`src/rtl/cfg_pkg.sv`:
```
// Shared constants for the logical device configuration register bank
package cfg_pkg;
  // Host port values
  localparam logic [7:0] IDX_DEVNUM    = 8'h07;
  localparam logic [7:0] IDX_CFGCTL    = 8'h02;
  localparam logic [7:0] KEY_ENTER     = 8'h55;
  localparam logic [7:0] KEY_EXIT      = 8'hAA;
  localparam int         SOFT_BIT      = 0;
  // Logical device numbers
  localparam logic [7:0] LD_SER1       = 8'h04;
  localparam logic [7:0] LD_SER2       = 8'h05;
  localparam logic [7:0] LD_KBD        = 8'h07;
  localparam logic [7:0] LD_GAME       = 8'h09;
  localparam logic [7:0] LD_RUNTIME    = 8'h0A;
  localparam logic [7:0] LD_MIDI       = 8'h0B;
  // Register indices
  localparam logic [7:0] IDX_ENABLE    = 8'h30;
  localparam logic [7:0] IDX_BASE_HI   = 8'h60;
  localparam logic [7:0] IDX_BASE_LO   = 8'h61;
  localparam logic [7:0] IDX_IRQ       = 8'h70;
  localparam logic [7:0] IDX_IRQ2      = 8'h72;
  localparam logic [7:0] IDX_MODE      = 8'hF0;
  localparam logic [7:0] IDX_OPT       = 8'hF1;
  localparam logic [7:0] IDX_TIMEOUT   = 8'hF2;
  // Reset values
  localparam logic [7:0] RST_ZERO      = 8'h00;
  localparam logic [7:0] RST_MIDI_HI   = 8'h03;
  localparam logic [7:0] RST_MIDI_LO   = 8'h30;
  localparam logic [7:0] RST_MIDI_IRQ  = 8'h05;
  localparam logic [7:0] RST_IR_OPT    = 8'h02;
  localparam logic [7:0] RST_IR_TMO    = 8'h03;
  // Keyboard select bits cleared only by standby reset
  localparam logic [7:0] KBD_SBY_MASK  = 8'h60;
  // Reset event classes, one bit each
  typedef enum logic [3:0] {
    EV_HARD = 4'h1,
    EV_MAIN = 4'h2,
    EV_SBY  = 4'h4,
    EV_SOFT = 4'h8
  } reset_ev_t;
  // Port state
  typedef enum logic [1:0] {
    ST_RUN = 2'h1,
    ST_CFG = 2'h2
  } port_state_t;
endpackage

```
`src/rtl/ld_cfg_regs.sv`:
```
// Logical device configuration register bank behind the index/data ports
// ----------------------------------------------------------------------
// ----------------------------------------------------------------------
`timescale 1ns/1ps
module ld_cfg_regs (
  input  wire logic       sys_clk,
  input  wire logic       nrst,
  input  wire logic       hard_rst,
  input  wire logic       main_por,
  input  wire logic       sby_por,
  input  wire logic       cfg_wr,
  input  wire logic       idx_wr,
  input  wire logic       dat_wr,
  input  wire logic       dat_rd,
  input  wire logic [7:0] wdata,
  output logic      [7:0] rdata_r,
  output logic            in_cfg_r,
  output logic      [7:0] devnum_r,
  output logic            soft_rst_r,
  output logic      [7:0] ser1_mode_r,
  output logic      [7:0] ser2_mode_r,
  output logic      [7:0] kbd_sel_r,
  output logic      [7:0] midi_base_hi_r,
  output logic      [7:0] midi_base_lo_r
);
  localparam int NREG = 21;
  localparam logic [3:0] EV_ALL  = 4'hF;
  localparam logic [3:0] EV_HWP  = 4'h7;
  localparam logic [3:0] EV_SBY  = 4'h4;
  // Table slots that are read out by name
  localparam logic [4:0] SLOT_SER1_MODE = 5'h01;
  localparam logic [4:0] SLOT_SER2_MODE = 5'h06;
  localparam logic [4:0] SLOT_IR_TMO    = 5'h08;
  localparam logic [4:0] SLOT_KBD_SEL   = 5'h0C;
  localparam logic [4:0] SLOT_MIDI_HI   = 5'h12;
  localparam logic [4:0] SLOT_MIDI_LO   = 5'h13;
  localparam logic [4:0] SLOT_MIDI_IRQ  = 5'h15;
  localparam logic [4:0] SLOT_NONE      = 5'h1F;

  logic [7:0] index_r;
  logic       wok;
  logic [3:0] rst_ev;
  logic [7:0] q [NREG];
  logic [NREG-1:0] we;
  logic [7:0] rd_nxt;

  // ----------------------------------------------------------------------
  // Port front end and reset events
  // ----------------------------------------------------------------------
  cfg_port u_port (
    .sys_clk   (sys_clk),
    .nrst      (nrst),
    .cfg_wr    (cfg_wr),
    .idx_wr    (idx_wr),
    .dat_wr    (dat_wr),
    .wdata     (wdata),
    .index_r   (index_r),
    .in_cfg_r  (in_cfg_r),
    .dat_wr_ok (wok)
  );

  assign rst_ev = {soft_rst_r, sby_por, main_por, hard_rst};

  always_ff @(posedge sys_clk)
  begin
    if (!nrst)
      soft_rst_r <= 1'b0;
    else
      // A repeat request during the pulse merges into it, so the bit always self-clears
      soft_rst_r <= !soft_rst_r && wok && index_r == cfg_pkg::IDX_CFGCTL
                    && wdata[cfg_pkg::SOFT_BIT];
  end

  always_ff @(posedge sys_clk)
  begin
    if (!nrst || (|rst_ev))
      devnum_r <= cfg_pkg::RST_ZERO;
    else if (wok && index_r == cfg_pkg::IDX_DEVNUM)
      devnum_r <= wdata;
  end

  // ----------------------------------------------------------------------
  // Register map
  // ----------------------------------------------------------------------
  function automatic logic [4:0] slot(input logic [7:0] ld, input logic [7:0] ix);
    slot = 5'h1F;
    case (ld)
      cfg_pkg::LD_SER1:
        if (ix == cfg_pkg::IDX_IRQ) slot = 5'd0;
        else if (ix == cfg_pkg::IDX_MODE) slot = 5'd1;
      cfg_pkg::LD_SER2:
        if (ix == cfg_pkg::IDX_ENABLE) slot = 5'd2;
        else if (ix == cfg_pkg::IDX_BASE_HI) slot = 5'd3;
        else if (ix == cfg_pkg::IDX_BASE_LO) slot = 5'd4;
        else if (ix == cfg_pkg::IDX_IRQ) slot = 5'd5;
        else if (ix == cfg_pkg::IDX_MODE) slot = 5'd6;
        else if (ix == cfg_pkg::IDX_OPT) slot = 5'd7;
        else if (ix == cfg_pkg::IDX_TIMEOUT) slot = 5'd8;
      cfg_pkg::LD_KBD:
        if (ix == cfg_pkg::IDX_ENABLE) slot = 5'd9;
        else if (ix == cfg_pkg::IDX_IRQ) slot = 5'd10;
        else if (ix == cfg_pkg::IDX_IRQ2) slot = 5'd11;
        else if (ix == cfg_pkg::IDX_MODE) slot = 5'd12;
      cfg_pkg::LD_GAME:
        if (ix == cfg_pkg::IDX_ENABLE) slot = 5'd13;
        else if (ix == cfg_pkg::IDX_BASE_HI) slot = 5'd14;
        else if (ix == cfg_pkg::IDX_BASE_LO) slot = 5'd15;
      cfg_pkg::LD_RUNTIME:
        if (ix == cfg_pkg::IDX_ENABLE) slot = 5'd16;
        else if (ix == cfg_pkg::IDX_MODE) slot = 5'd20;
      cfg_pkg::LD_MIDI:
        if (ix == cfg_pkg::IDX_ENABLE) slot = 5'd17;
        else if (ix == cfg_pkg::IDX_BASE_HI) slot = 5'd18;
        else if (ix == cfg_pkg::IDX_BASE_LO) slot = 5'd19;
        else if (ix == cfg_pkg::IDX_IRQ) slot = 5'd21;
      default:
        slot = 5'h1F;
    endcase
  endfunction

  // Runtime base bytes and the MIDI interrupt select live outside the slot table
  logic [4:0] sel;
  assign sel = slot(devnum_r, index_r);

  always_comb
  begin
    we = '0;
    // Reset wins: a write in a reset event cycle is dropped everywhere except the soft reset bit
    if (wok && !(|rst_ev) && sel < 5'(NREG))
      we[sel] = 1'b1;
  end

  // Per-register reset events and values
  localparam logic [7:0] RV [NREG] = '{cfg_pkg::RST_ZERO, cfg_pkg::RST_ZERO, cfg_pkg::RST_ZERO,
    cfg_pkg::RST_ZERO, cfg_pkg::RST_ZERO, cfg_pkg::RST_ZERO, cfg_pkg::RST_ZERO,
    cfg_pkg::RST_IR_OPT, cfg_pkg::RST_IR_TMO, cfg_pkg::RST_ZERO, cfg_pkg::RST_ZERO,
    cfg_pkg::RST_ZERO, cfg_pkg::RST_ZERO, cfg_pkg::RST_ZERO, cfg_pkg::RST_ZERO,
    cfg_pkg::RST_ZERO, cfg_pkg::RST_ZERO, cfg_pkg::RST_ZERO, cfg_pkg::RST_MIDI_HI,
    cfg_pkg::RST_MIDI_LO, cfg_pkg::RST_ZERO};
  localparam logic [3:0] EV [NREG] = '{EV_ALL, EV_HWP, EV_SBY, EV_ALL, EV_ALL, EV_ALL,
    EV_HWP, EV_HWP, EV_HWP, EV_ALL, EV_ALL, EV_ALL, EV_HWP, EV_ALL, EV_ALL, EV_ALL,
    EV_ALL, EV_ALL, EV_ALL, EV_ALL, EV_SBY};

  // Registers with no value for an event keep contents on it
  genvar g;
  generate
    for (g = 0; g < NREG; g++)
    begin : g_reg
      if (g == 12)
      begin : g_kbd
        logic [7:0] lo_r;
        logic [7:0] hi_r;
        // Bits 6:5 survive hard and main resets
        cfg_byte_reg #(.RST_VAL(cfg_pkg::RST_ZERO), .EV_MASK(EV_HWP),
                       .BIT_MASK(~cfg_pkg::KBD_SBY_MASK)) u_lo (
          .sys_clk (sys_clk), .nrst (nrst), .rst_ev (rst_ev), .wr_en (we[g]),
          .wr_data (wdata), .q_r (lo_r));
        cfg_byte_reg #(.RST_VAL(cfg_pkg::RST_ZERO), .EV_MASK(EV_SBY),
                       .BIT_MASK(cfg_pkg::KBD_SBY_MASK)) u_hi (
          .sys_clk (sys_clk), .nrst (nrst), .rst_ev (rst_ev), .wr_en (we[g]),
          .wr_data (wdata), .q_r (hi_r));
        assign q[g] = (lo_r & ~cfg_pkg::KBD_SBY_MASK) | (hi_r & cfg_pkg::KBD_SBY_MASK);
      end
      else
      begin : g_std
        cfg_byte_reg #(.RST_VAL(RV[g]), .EV_MASK(EV[g]), .BIT_MASK(8'hFF)) u_r (
          .sys_clk (sys_clk), .nrst (nrst), .rst_ev (rst_ev), .wr_en (we[g]),
          .wr_data (wdata), .q_r (q[g]));
      end
    end
  endgenerate

  // Midi interrupt select and runtime base sit outside the table array
  logic [7:0] midi_irq_r;
  logic [7:0] rt_base_hi_r;
  logic [7:0] rt_base_lo_r;
  always_ff @(posedge sys_clk)
  begin
    if (!nrst || (|rst_ev))
      midi_irq_r <= cfg_pkg::RST_MIDI_IRQ;
    else if (wok && sel == SLOT_MIDI_IRQ)
      midi_irq_r <= wdata;
  end
  always_ff @(posedge sys_clk)
  begin
    if (!nrst || (|rst_ev))
      rt_base_hi_r <= cfg_pkg::RST_ZERO;
    else if (wok && devnum_r == cfg_pkg::LD_RUNTIME && index_r == cfg_pkg::IDX_BASE_HI)
      rt_base_hi_r <= wdata;
  end
  always_ff @(posedge sys_clk)
  begin
    if (!nrst || (|rst_ev))
      rt_base_lo_r <= cfg_pkg::RST_ZERO;
    else if (wok && devnum_r == cfg_pkg::LD_RUNTIME && index_r == cfg_pkg::IDX_BASE_LO)
      rt_base_lo_r <= wdata;
  end

  // ----------------------------------------------------------------------
  // Read path
  // ----------------------------------------------------------------------
  always_comb
  begin
    rd_nxt = cfg_pkg::RST_ZERO;
    if (index_r == cfg_pkg::IDX_DEVNUM)
      rd_nxt = devnum_r;
    else if (sel == SLOT_MIDI_IRQ)
      rd_nxt = midi_irq_r;
    else if (devnum_r == cfg_pkg::LD_RUNTIME && index_r == cfg_pkg::IDX_BASE_HI)
      rd_nxt = rt_base_hi_r;
    else if (devnum_r == cfg_pkg::LD_RUNTIME && index_r == cfg_pkg::IDX_BASE_LO)
      rd_nxt = rt_base_lo_r;
    else if (sel < 5'(NREG))
      rd_nxt = q[sel];
  end

  always_ff @(posedge sys_clk)
  begin
    if (!nrst)
      rdata_r <= cfg_pkg::RST_ZERO;
    else if (dat_rd && in_cfg_r)
      rdata_r <= rd_nxt;
    else
      rdata_r <= cfg_pkg::RST_ZERO;
  end

  always_ff @(posedge sys_clk)
  begin
    if (!nrst)
    begin
      ser1_mode_r    <= cfg_pkg::RST_ZERO;
      ser2_mode_r    <= cfg_pkg::RST_ZERO;
      kbd_sel_r      <= cfg_pkg::RST_ZERO;
      midi_base_hi_r <= cfg_pkg::RST_MIDI_HI;
      midi_base_lo_r <= cfg_pkg::RST_MIDI_LO;
    end
    else
    begin
      ser1_mode_r    <= q[SLOT_SER1_MODE];
      ser2_mode_r    <= q[SLOT_SER2_MODE];
      kbd_sel_r      <= q[SLOT_KBD_SEL];
      midi_base_hi_r <= q[SLOT_MIDI_HI];
      midi_base_lo_r <= q[SLOT_MIDI_LO];
    end
  end
endmodule

```
`src/rtl/cfg_byte_reg.sv`:
```
// One configuration byte with per-event reset loading
`timescale 1ns/1ps
module cfg_byte_reg #(
  parameter logic [7:0] RST_VAL  = 8'h00,
  parameter logic [3:0] EV_MASK  = 4'hF,
  parameter logic [7:0] BIT_MASK = 8'hFF
) (
  input  wire logic       sys_clk,
  input  wire logic       nrst,
  input  wire logic [3:0] rst_ev,
  input  wire logic       wr_en,
  input  wire logic [7:0] wr_data,
  output logic      [7:0] q_r
);
  logic hit;
  assign hit = |(rst_ev & EV_MASK);
  // Bits outside the mask keep their value on these events
  always_ff @(posedge sys_clk)
  begin
    if (!nrst)
      q_r <= RST_VAL;
    else if (hit)
      q_r <= (q_r & ~BIT_MASK) | (RST_VAL & BIT_MASK);
    else if (wr_en)
      q_r <= wr_data;
  end
endmodule

```
`src/rtl/cfg_port.sv`:
```
// Index/data configuration port front end with run/config state
`timescale 1ns/1ps
module cfg_port (
  input  wire logic       sys_clk,
  input  wire logic       nrst,
  input  wire logic       cfg_wr,
  input  wire logic       idx_wr,
  input  wire logic       dat_wr,
  input  wire logic [7:0] wdata,
  output logic      [7:0] index_r,
  output logic            in_cfg_r,
  output logic            dat_wr_ok
);
  cfg_pkg::port_state_t state_r;
  cfg_pkg::port_state_t state_nxt;

  always_comb
  begin
    state_nxt = state_r;
    case (state_r)
      cfg_pkg::ST_RUN:
        if (cfg_wr && wdata == cfg_pkg::KEY_ENTER)
          state_nxt = cfg_pkg::ST_CFG;
      cfg_pkg::ST_CFG:
        if (cfg_wr && wdata == cfg_pkg::KEY_EXIT)
          state_nxt = cfg_pkg::ST_RUN;
      default:
        state_nxt = cfg_pkg::ST_RUN;
    endcase
  end

  always_ff @(posedge sys_clk)
  begin
    if (!nrst)
      state_r <= cfg_pkg::ST_RUN;
    else
      state_r <= state_nxt;
  end

  always_ff @(posedge sys_clk)
  begin
    if (!nrst)
      index_r <= cfg_pkg::RST_ZERO;
    else if (idx_wr && state_r == cfg_pkg::ST_CFG)
      index_r <= wdata;
  end

  always_ff @(posedge sys_clk)
  begin
    if (!nrst)
      in_cfg_r <= 1'b0;
    else
      in_cfg_r <= (state_nxt == cfg_pkg::ST_CFG);
  end

  assign dat_wr_ok = dat_wr && state_r == cfg_pkg::ST_CFG;
endmodule

```
`config.mk`:
```
export PLATFORM = sky130hd
export DESIGN_NAME = ld_cfg_regs
export DESIGN_NICKNAME = d
export VERILOG_FILES = /design/src/rtl/cfg_pkg.sv /design/src/rtl/ld_cfg_regs.sv /design/src/rtl/cfg_byte_reg.sv /design/src/rtl/cfg_port.sv
export SDC_FILE = /design/constraint.sdc
export NUM_CORES = 1
export LEC_CHECK = 0
export BUFFER_PORTS_ARGS = -buffer_cell sky130_fd_sc_hd__clkbuf_2
export CAP_MARGIN = 30
export CORE_UTILIZATION = 60
export CTS_BUF_LIST = sky130_fd_sc_hd__clkbuf_4 sky130_fd_sc_hd__clkbuf_8
export CTS_CLUSTER_DIAMETER = 50
export DETAILED_ROUTE_END_ITERATION = 8
export PLACE_DENSITY = 0.79
export SLEW_MARGIN = 20
export SYNTH_ARGS = -nofsm -noshare
export SYNTH_HDL_FRONTEND = slang
export SYNTH_SLANG_ARGS = --single-unit
```
`constraint.sdc`:
```
create_clock -name sys_clk -period 4.2 [get_ports sys_clk]
set_input_delay 0.84 -clock sys_clk [delete_from_list [all_inputs] [get_ports sys_clk]]
set_output_delay 0.84 -clock sys_clk [all_outputs]
set_load 0.05 [all_outputs]
```
==> results of run 1 <==
metrics by stage:
step | cells | worst slack [ns] | util [%] | instance area (um^2)
final | 1719 | 0.142 | 69.7 | 13100
after global routing | 1718 | 0.0398 | 69.7 | 13100
after CTS | 1718 | 0.311 | 69.7 | 13100
after detailed placement | 1644 | 0.333 | 64.8 | 12200
after global placement | 1644 | 0.406 | 64.8 | 12200
after floorplan | 1374 | 0.876 | - | 11600
placed cells by master (no fill, tap or decap), types with 4 or more instances in the layout:
cell type / instances
or2_2: 5
nand3_1: 67
and3_1: 9
a32o_1: 7
a211oi_1: 17
buf_4: 40
clkbuf_2: 74
inv_1: 5
or3_1: 4
nor2_1: 139
and2_1: 43
nor3_1: 15
a21oi_1: 122
a2111oi_0: 6
or4_1: 4
o31ai_1: 5
dfxtp_1: 260
a21boi_0: 22
clkbuf_4: 12
clkbuf_8: 51
nand2_1: 249
nand4_1: 11
nand4b_1: 4
nor2b_1: 4
a32oi_1: 7
o21ai_0: 33
nand2b_1: 7
o211ai_1: 4
mux2i_1: 141
nor4_1: 4
final timing paths:
kind | to | depth (start not counted) | slack (ns) | from
max | rdata_r[6]$_SDFF_PN0_ | 10 | 0.14 | devnum_r[7]$_SDFFE_PP0P_
min | g_reg[7].g_std.u_r.q_r[4]$_SDFFE_PP0P_ | 2 | 0.45 | g_reg[7].g_std.u_r.q_r[4]$_SDFFE_PP0P_
max reg2reg | rdata_r[6]$_SDFF_PN0_ | 10 | 0.14 | devnum_r[7]$_SDFFE_PP0P_
min reg2reg | g_reg[7].g_std.u_r.q_r[4]$_SDFFE_PP0P_ | 2 | 0.45 | g_reg[7].g_std.u_r.q_r[4]$_SDFFE_PP0P_
area by class of cell:
type	count	area (um^2)	area share, %
Clock buffer	63	792	6.04
Inverter	5	18.8	0.143
Tap cell	260	325	2.48
Antenna cell	1	2.50	0.0191
Sequential cell	260	5200	39.7
Timing Repair Buffer	116	711	5.42
Clock inverter	11	128	0.973
Multi-Input combinational cell	1003	5940	45.3
cells in the mapped netlist (5+ instances only):
master | n | area, um^2
a2111oi_0 | 6 | 52.6
a211oi_1 | 17 | 128
a21boi_0 | 22 | 165
a21oi_1 | 122 | 611
a32o_1 | 7 | 70.1
a32oi_1 | 7 | 61.3
and2_1 | 44 | 275
and3_1 | 9 | 56.3
buf_2 | 13 | 65.1
buf_4 | 6 | 45.0
clkbuf_1 | 82 | 308
dfxtp_1 | 260 | 5200
inv_1 | 5 | 18.8
mux2i_1 | 141 | 1410
nand2_1 | 249 | 935
nand2b_1 | 7 | 43.8
nand3_1 | 67 | 335
nand4_1 | 11 | 68.8
nor2_1 | 139 | 522
nor3_1 | 15 | 75.1
o21ai_0 | 33 | 165
o31ai_1 | 5 | 37.5
or2_2 | 5 | 31.3
or3_1 | 5 | 31.3
metal layers:
layer / up-vias / part of all wire (%) / global-route usage, % / wire length [um]
li1: 4900 / - / - / -
met3: 96 / 9.5 / 6.18 / 3330
met2: 595 / 46 / 55.7 / 16100
met4: 0 / 2.9 / 13.0 / 1030
met5: - / 0 / 0 / 0
met1: 5020 / 42 / 48.8 / 14700
power by group:
part / internal (uW) / total, uW / leakage (uW) / switching, uW
Clock: 1340 / 2390 / 0.000481 / 1040
Sequential: 2470 / 2470 / 0.00209 / 3.48
Combinational: 29.1 / 125 / 0.00216 / 96.1
Total: 3840 / 4980 / 0.00473 / 1140
state kept, by name (all words and copies together), names as in the netlist:
signal            count
ser1_mode_r           8
midi_base_hi_r        8
g.g_kbd.u_hi.q_r      2
devnum_r              8
midi_base_lo_r        8
kbd_sel_r             8
rt_base_hi_r          8
u_port.index_r        8
u_port.in_cfg_r       1
g.g_kbd.u_lo.q_r      6
g.g_std.u_r.q_r     160
ser2_mode_r           8
rdata_r               8
rt_base_lo_r          8
midi_irq_r            8
soft_rst_r            1
u_port.state_r        2
cells by family after synthesis:
kind of cell | Yosys count | share of synthesized area (%)
AOI/OAI and AO/OA | 254 | 13.8
xor gates and xnor gates | 3 | 0.226
adders and majority gates | 2 | 0.216
buffers and inverters | 111 | 4.05
DFF | 260 | 44.8
muxes | 143 | 12.4
and+or+nand+nor | 601 | 24.5
worst min-delay path, cell delays in order, from the launching register on:
cell and delay [ns]:
dfxtp_1 0.31, nand2_1 0.05, a21oi_1 0.05
==> results.toml, run 1 <==
[status]
status = "finished, final reports clean"

[yosys]
synthFlopType = "dfxtp_1"
synth_fp_nets = 1393
synthCells = 1374
synth-edff-count = 0
synth_seq_cells = 260
synth_cell_types = 74
syn_area_per_cell_um2 = 8.45
synth-async-reset-ratio_pct = 0
syn-cell-area_um2 = 11600
synth-warning-count = 0
synth-seq-area-share_pct = 44.8

[clock_tree]
clock-sinks = 260
clk_latency_ns = 0.58
cts_setup_buffers = 0
post_cts_resized = 0
cts_buffers = 43
cts.path.max_buffers = 3
root_buffer = "clkbuf_8"
hold_buffers = 0
cts_tree = "yes"
clk_pin_slew_worst_paths_ns = 0.07
htree_levels = 2

[critical_path]
cp_max_fo = 28
worstSetupEndpointType = "flop"
required_ns = 4.60
path_delay_family = "compound AO/OA/AOI/OAI gates"
start_kind = "flop"
critical-path-max-stage-delay_ns = 0.83
cp_slowest_cell = "a2111oi_0"
cp.arrival_ns = 4.46
path_class = "flop to flop"
crit_chain = "nor4_2, o311ai_1, a31o_2, a311oi_4, nand2_4, buf_4, nand2_1, a21oi_1, a2111oi_0, o31ai_1"
path_buf_inv = 1

[power]
design_power_total_uw = 4980
powerDensity_nw_per_um2 = 380
vdd_drop_max_mv = 0.266
power.leakage_uw = 0.00473

[grt]
grt_max_degree = 89
antenna_found_initial = 1
grt_first_pass_wirelength_um = 55000
grt.overflow.total = 0
grtUsageTotal_pct = 35.5
grt_pass1_vias = 9639

[timing]
max_freq_mhz = 246
slew_headroom_pct = 34.7
worstMarginPinSlew_ns = 0.979
slew_viol_final = 0
skew_ns = 0.0321
final.min_clock_period_ns = 4.06
finalSetupTns_ns = 0
timing.hold.ws_ns = 0.451
finalSetupViolations = 0
hold_viol_final = 0
period_share_pct = 96.6
grt_setup_unrepaired = "false"

[run]
drv_cap = 0

[die]
dieArea_um2 = 19900
row_count = 50
io_pins = 75
start_util_pct = 61.6
core_area_um2 = 18800
die_x_um = 141
fp.dieH_um = 141

[detailed_routing]
first_iter_violations = 1105
wl_per_cell_um = 20.4
vias = 10611
finalWirelength_um = 35100
drc = 0
antenna_left = 0
drtPass1Iterations = 5
avgViaCountPerCell = 6.17

[layout]
layout.nets = 1448
area_delta_synth_final_pct = 13.0
drive_gt1_share_pct = 15.1
num-fill-cells = 1500

[placed_design]
gp_congestion = 1.01
io_buffer_count = 74
dp_hpwl_um = 23100

[min_path]
hold_class = "flop to flop"
Note: power is estimated with default switching activity, not from simulation.
==> run 2: changes to the inputs <==
CTS_BUF_LIST = not set   (was sky130_fd_sc_hd__clkbuf_4 sky130_fd_sc_hd__clkbuf_8)
==> results.toml, run 2 (same netlist as run 1, synthesis figures left out) <==
[status]
status = "finished, final reports clean"

[die]
core_area_um2 = 18800
fp.dieH_um = 141
io_pins = 75
dieArea_um2 = 19900
die_x_um = 141
row_count = 50
start_util_pct = 61.6

[critical_path]
critical-path-max-stage-delay_ns = 0.54
cp.arrival_ns = 4.44
path_delay_family = "simple AND/OR/NAND/NOR gates"
cp_slowest_cell = "dfxtp_1"
start_kind = "flop"
path_class = "flop to flop"
required_ns = 4.65
crit_chain = "or4b_4, or4_4, nand3_1, a31o_2, and2_2, buf_4, mux2i_1, a211oi_1, nand4_1, o31ai_1"
cp_max_fo = 20
path_buf_inv = 1
worstSetupEndpointType = "flop"

[timing]
setup_ws_ns = 0.210
max_freq_mhz = 251
slew_viol_final = 0
finalSetupViolations = 0
worstMarginPinSlew_ns = 1.01
final.min_clock_period_ns = 3.99
hold_viol_final = 0
timing.hold.ws_ns = 0.451
finalSetupTns_ns = 0
period_share_pct = 95.0
grt_setup_unrepaired = "false"
skew_ns = 0.00995
slew_headroom_pct = 32.4

[detailed_routing]
finalWirelength_um = 35000
vias = 10477
drc = 0
antenna_left = 0
avgViaCountPerCell = 6.19
wl_per_cell_um = 20.7
drtPass1Iterations = 5
first_iter_violations = 1111

[layout]
layout.cells.most_common = "dfxtp_1"
largest-register = "g.g_std.u_r.q_r"
layout_common_cells = "260 x dfxtp_1, 249 x nand2_1, 141 x mux2i_1"
seqCellArea_um2 = 5200
area_delta_synth_final_pct = 13.0
diodes = 0
multiInputGateArea_um2 = 5940
largest_reg_flops = 160
drive_gt1_share_pct = 13.4
num-fill-cells = 1513
layout.nets = 1433

[grt]
grt_max_degree = 89
antenna_found_initial = 1
grt_pass1_vias = 9524
grt_first_pass_wirelength_um = 54400
grtUsageTotal_pct = 35.0
grt.overflow.total = 0

[run]
drv_cap = 0

[clock_tree]
clk_pin_slew_worst_paths_ns = 0.06
root_buffer = "clkbuf_16"
clock-sinks = 260
hold_buffers = 0
cts.path.max_buffers = 3
post_cts_resized = 0
clk_latency_ns = 0.54
cts_tree = "yes"
cts_buffers = 28
cts_setup_buffers = 0
htree_levels = 1

[power]
powerDensity_nw_per_um2 = 386
internal-power_uw = 3940
vdd_drop_max_mv = 0.366
power.leakage_uw = 0.00470
sequentialPowerShare_pct = 48.9
clkPwrFrac_pct = 48.7
p_sw_share_pct = 22.2
p_comb_share_pct = 2.5
power.switching_uw = 1120

[placed_design]
gp_congestion = 1.01
io_buffer_count = 74
place_ws_ns = 0.333
dp_hpwl_um = 23100

[min_path]
hold_class = "flop to flop"
[run 2: worst reg2reg max path: stages (launching register included)]
cell and delay, ns:
dfxtp_1 0.54, or4b_4 0.53, or4_4 0.53, nand3_1 0.11, a31o_2 0.18, and2_2 0.47, buf_4 0.39, mux2i_1 0.18
a211oi_1 0.43, nand4_1 0.26, o31ai_1 0.28
[run 2: worst paths after layout]
path	start	endpoint	slack, ns	depth (start not counted)
worst max-delay path	u_port.index_r[6]$_SDFFE_PN0P_	rdata_r[7]$_SDFF_PN0_	0.21	10
worst min-delay path	g_reg[7].g_std.u_r.q_r[4]$_SDFFE_PP0P_	g_reg[7].g_std.u_r.q_r[4]$_SDFFE_PP0P_	0.45	2
worst max register to register	u_port.index_r[6]$_SDFFE_PN0P_	rdata_r[7]$_SDFF_PN0_	0.21	10
worst min register to register	g_reg[7].g_std.u_r.q_r[4]$_SDFFE_PP0P_	g_reg[7].g_std.u_r.q_r[4]$_SDFFE_PP0P_	0.45	2
[run 2: final cells by class]
cell class / instances / share of cell area [%]
clock inverters: 14 / 1.10
flip-flops and latches: 260 / 39.7
well taps: 260 / 2.48
multi-input cells: 1003 / 45.3
repair buffers: 116 / 5.42
clock buffers: 35 / 5.93
inverters: 5 / 0.143
[run 2: metal layers]
layer	track usage [%]	wire [um]	vias up
li1	-	-	4852
met1	47.5	14700	4961
met2	54.9	15700	545
met3	6.86	3190	115
met4	13.0	1380	4
met5	2.76	77	-
[run 2: through the flow]
stage / area, um^2 / std cells / utilization [%] / total power [uW]
floorplan: 11600 / 1374 / - / 2610
global placement: 12200 / 1644 / 64.8 / 2650
detailed placement: 12200 / 1644 / 64.8 / 2650
CTS: 13100 / 1693 / 69.7 / 5060
global route: 13100 / 1693 / 69.7 / 5180
finish: 13100 / 1693 / 69.7 / 5060
[run 2: power by group through the flow]
stage          sequential [uW]  clock [uW]  combinational, uW
6_report                  2470        2460                125
5_1_grt                   2470        2580                131
4_1_cts                   2470        2470                122
3_5_place_dp              2530           0                122
3_3_place_gp              2530           0                120
2_1_floorplan             2530           0               77.3
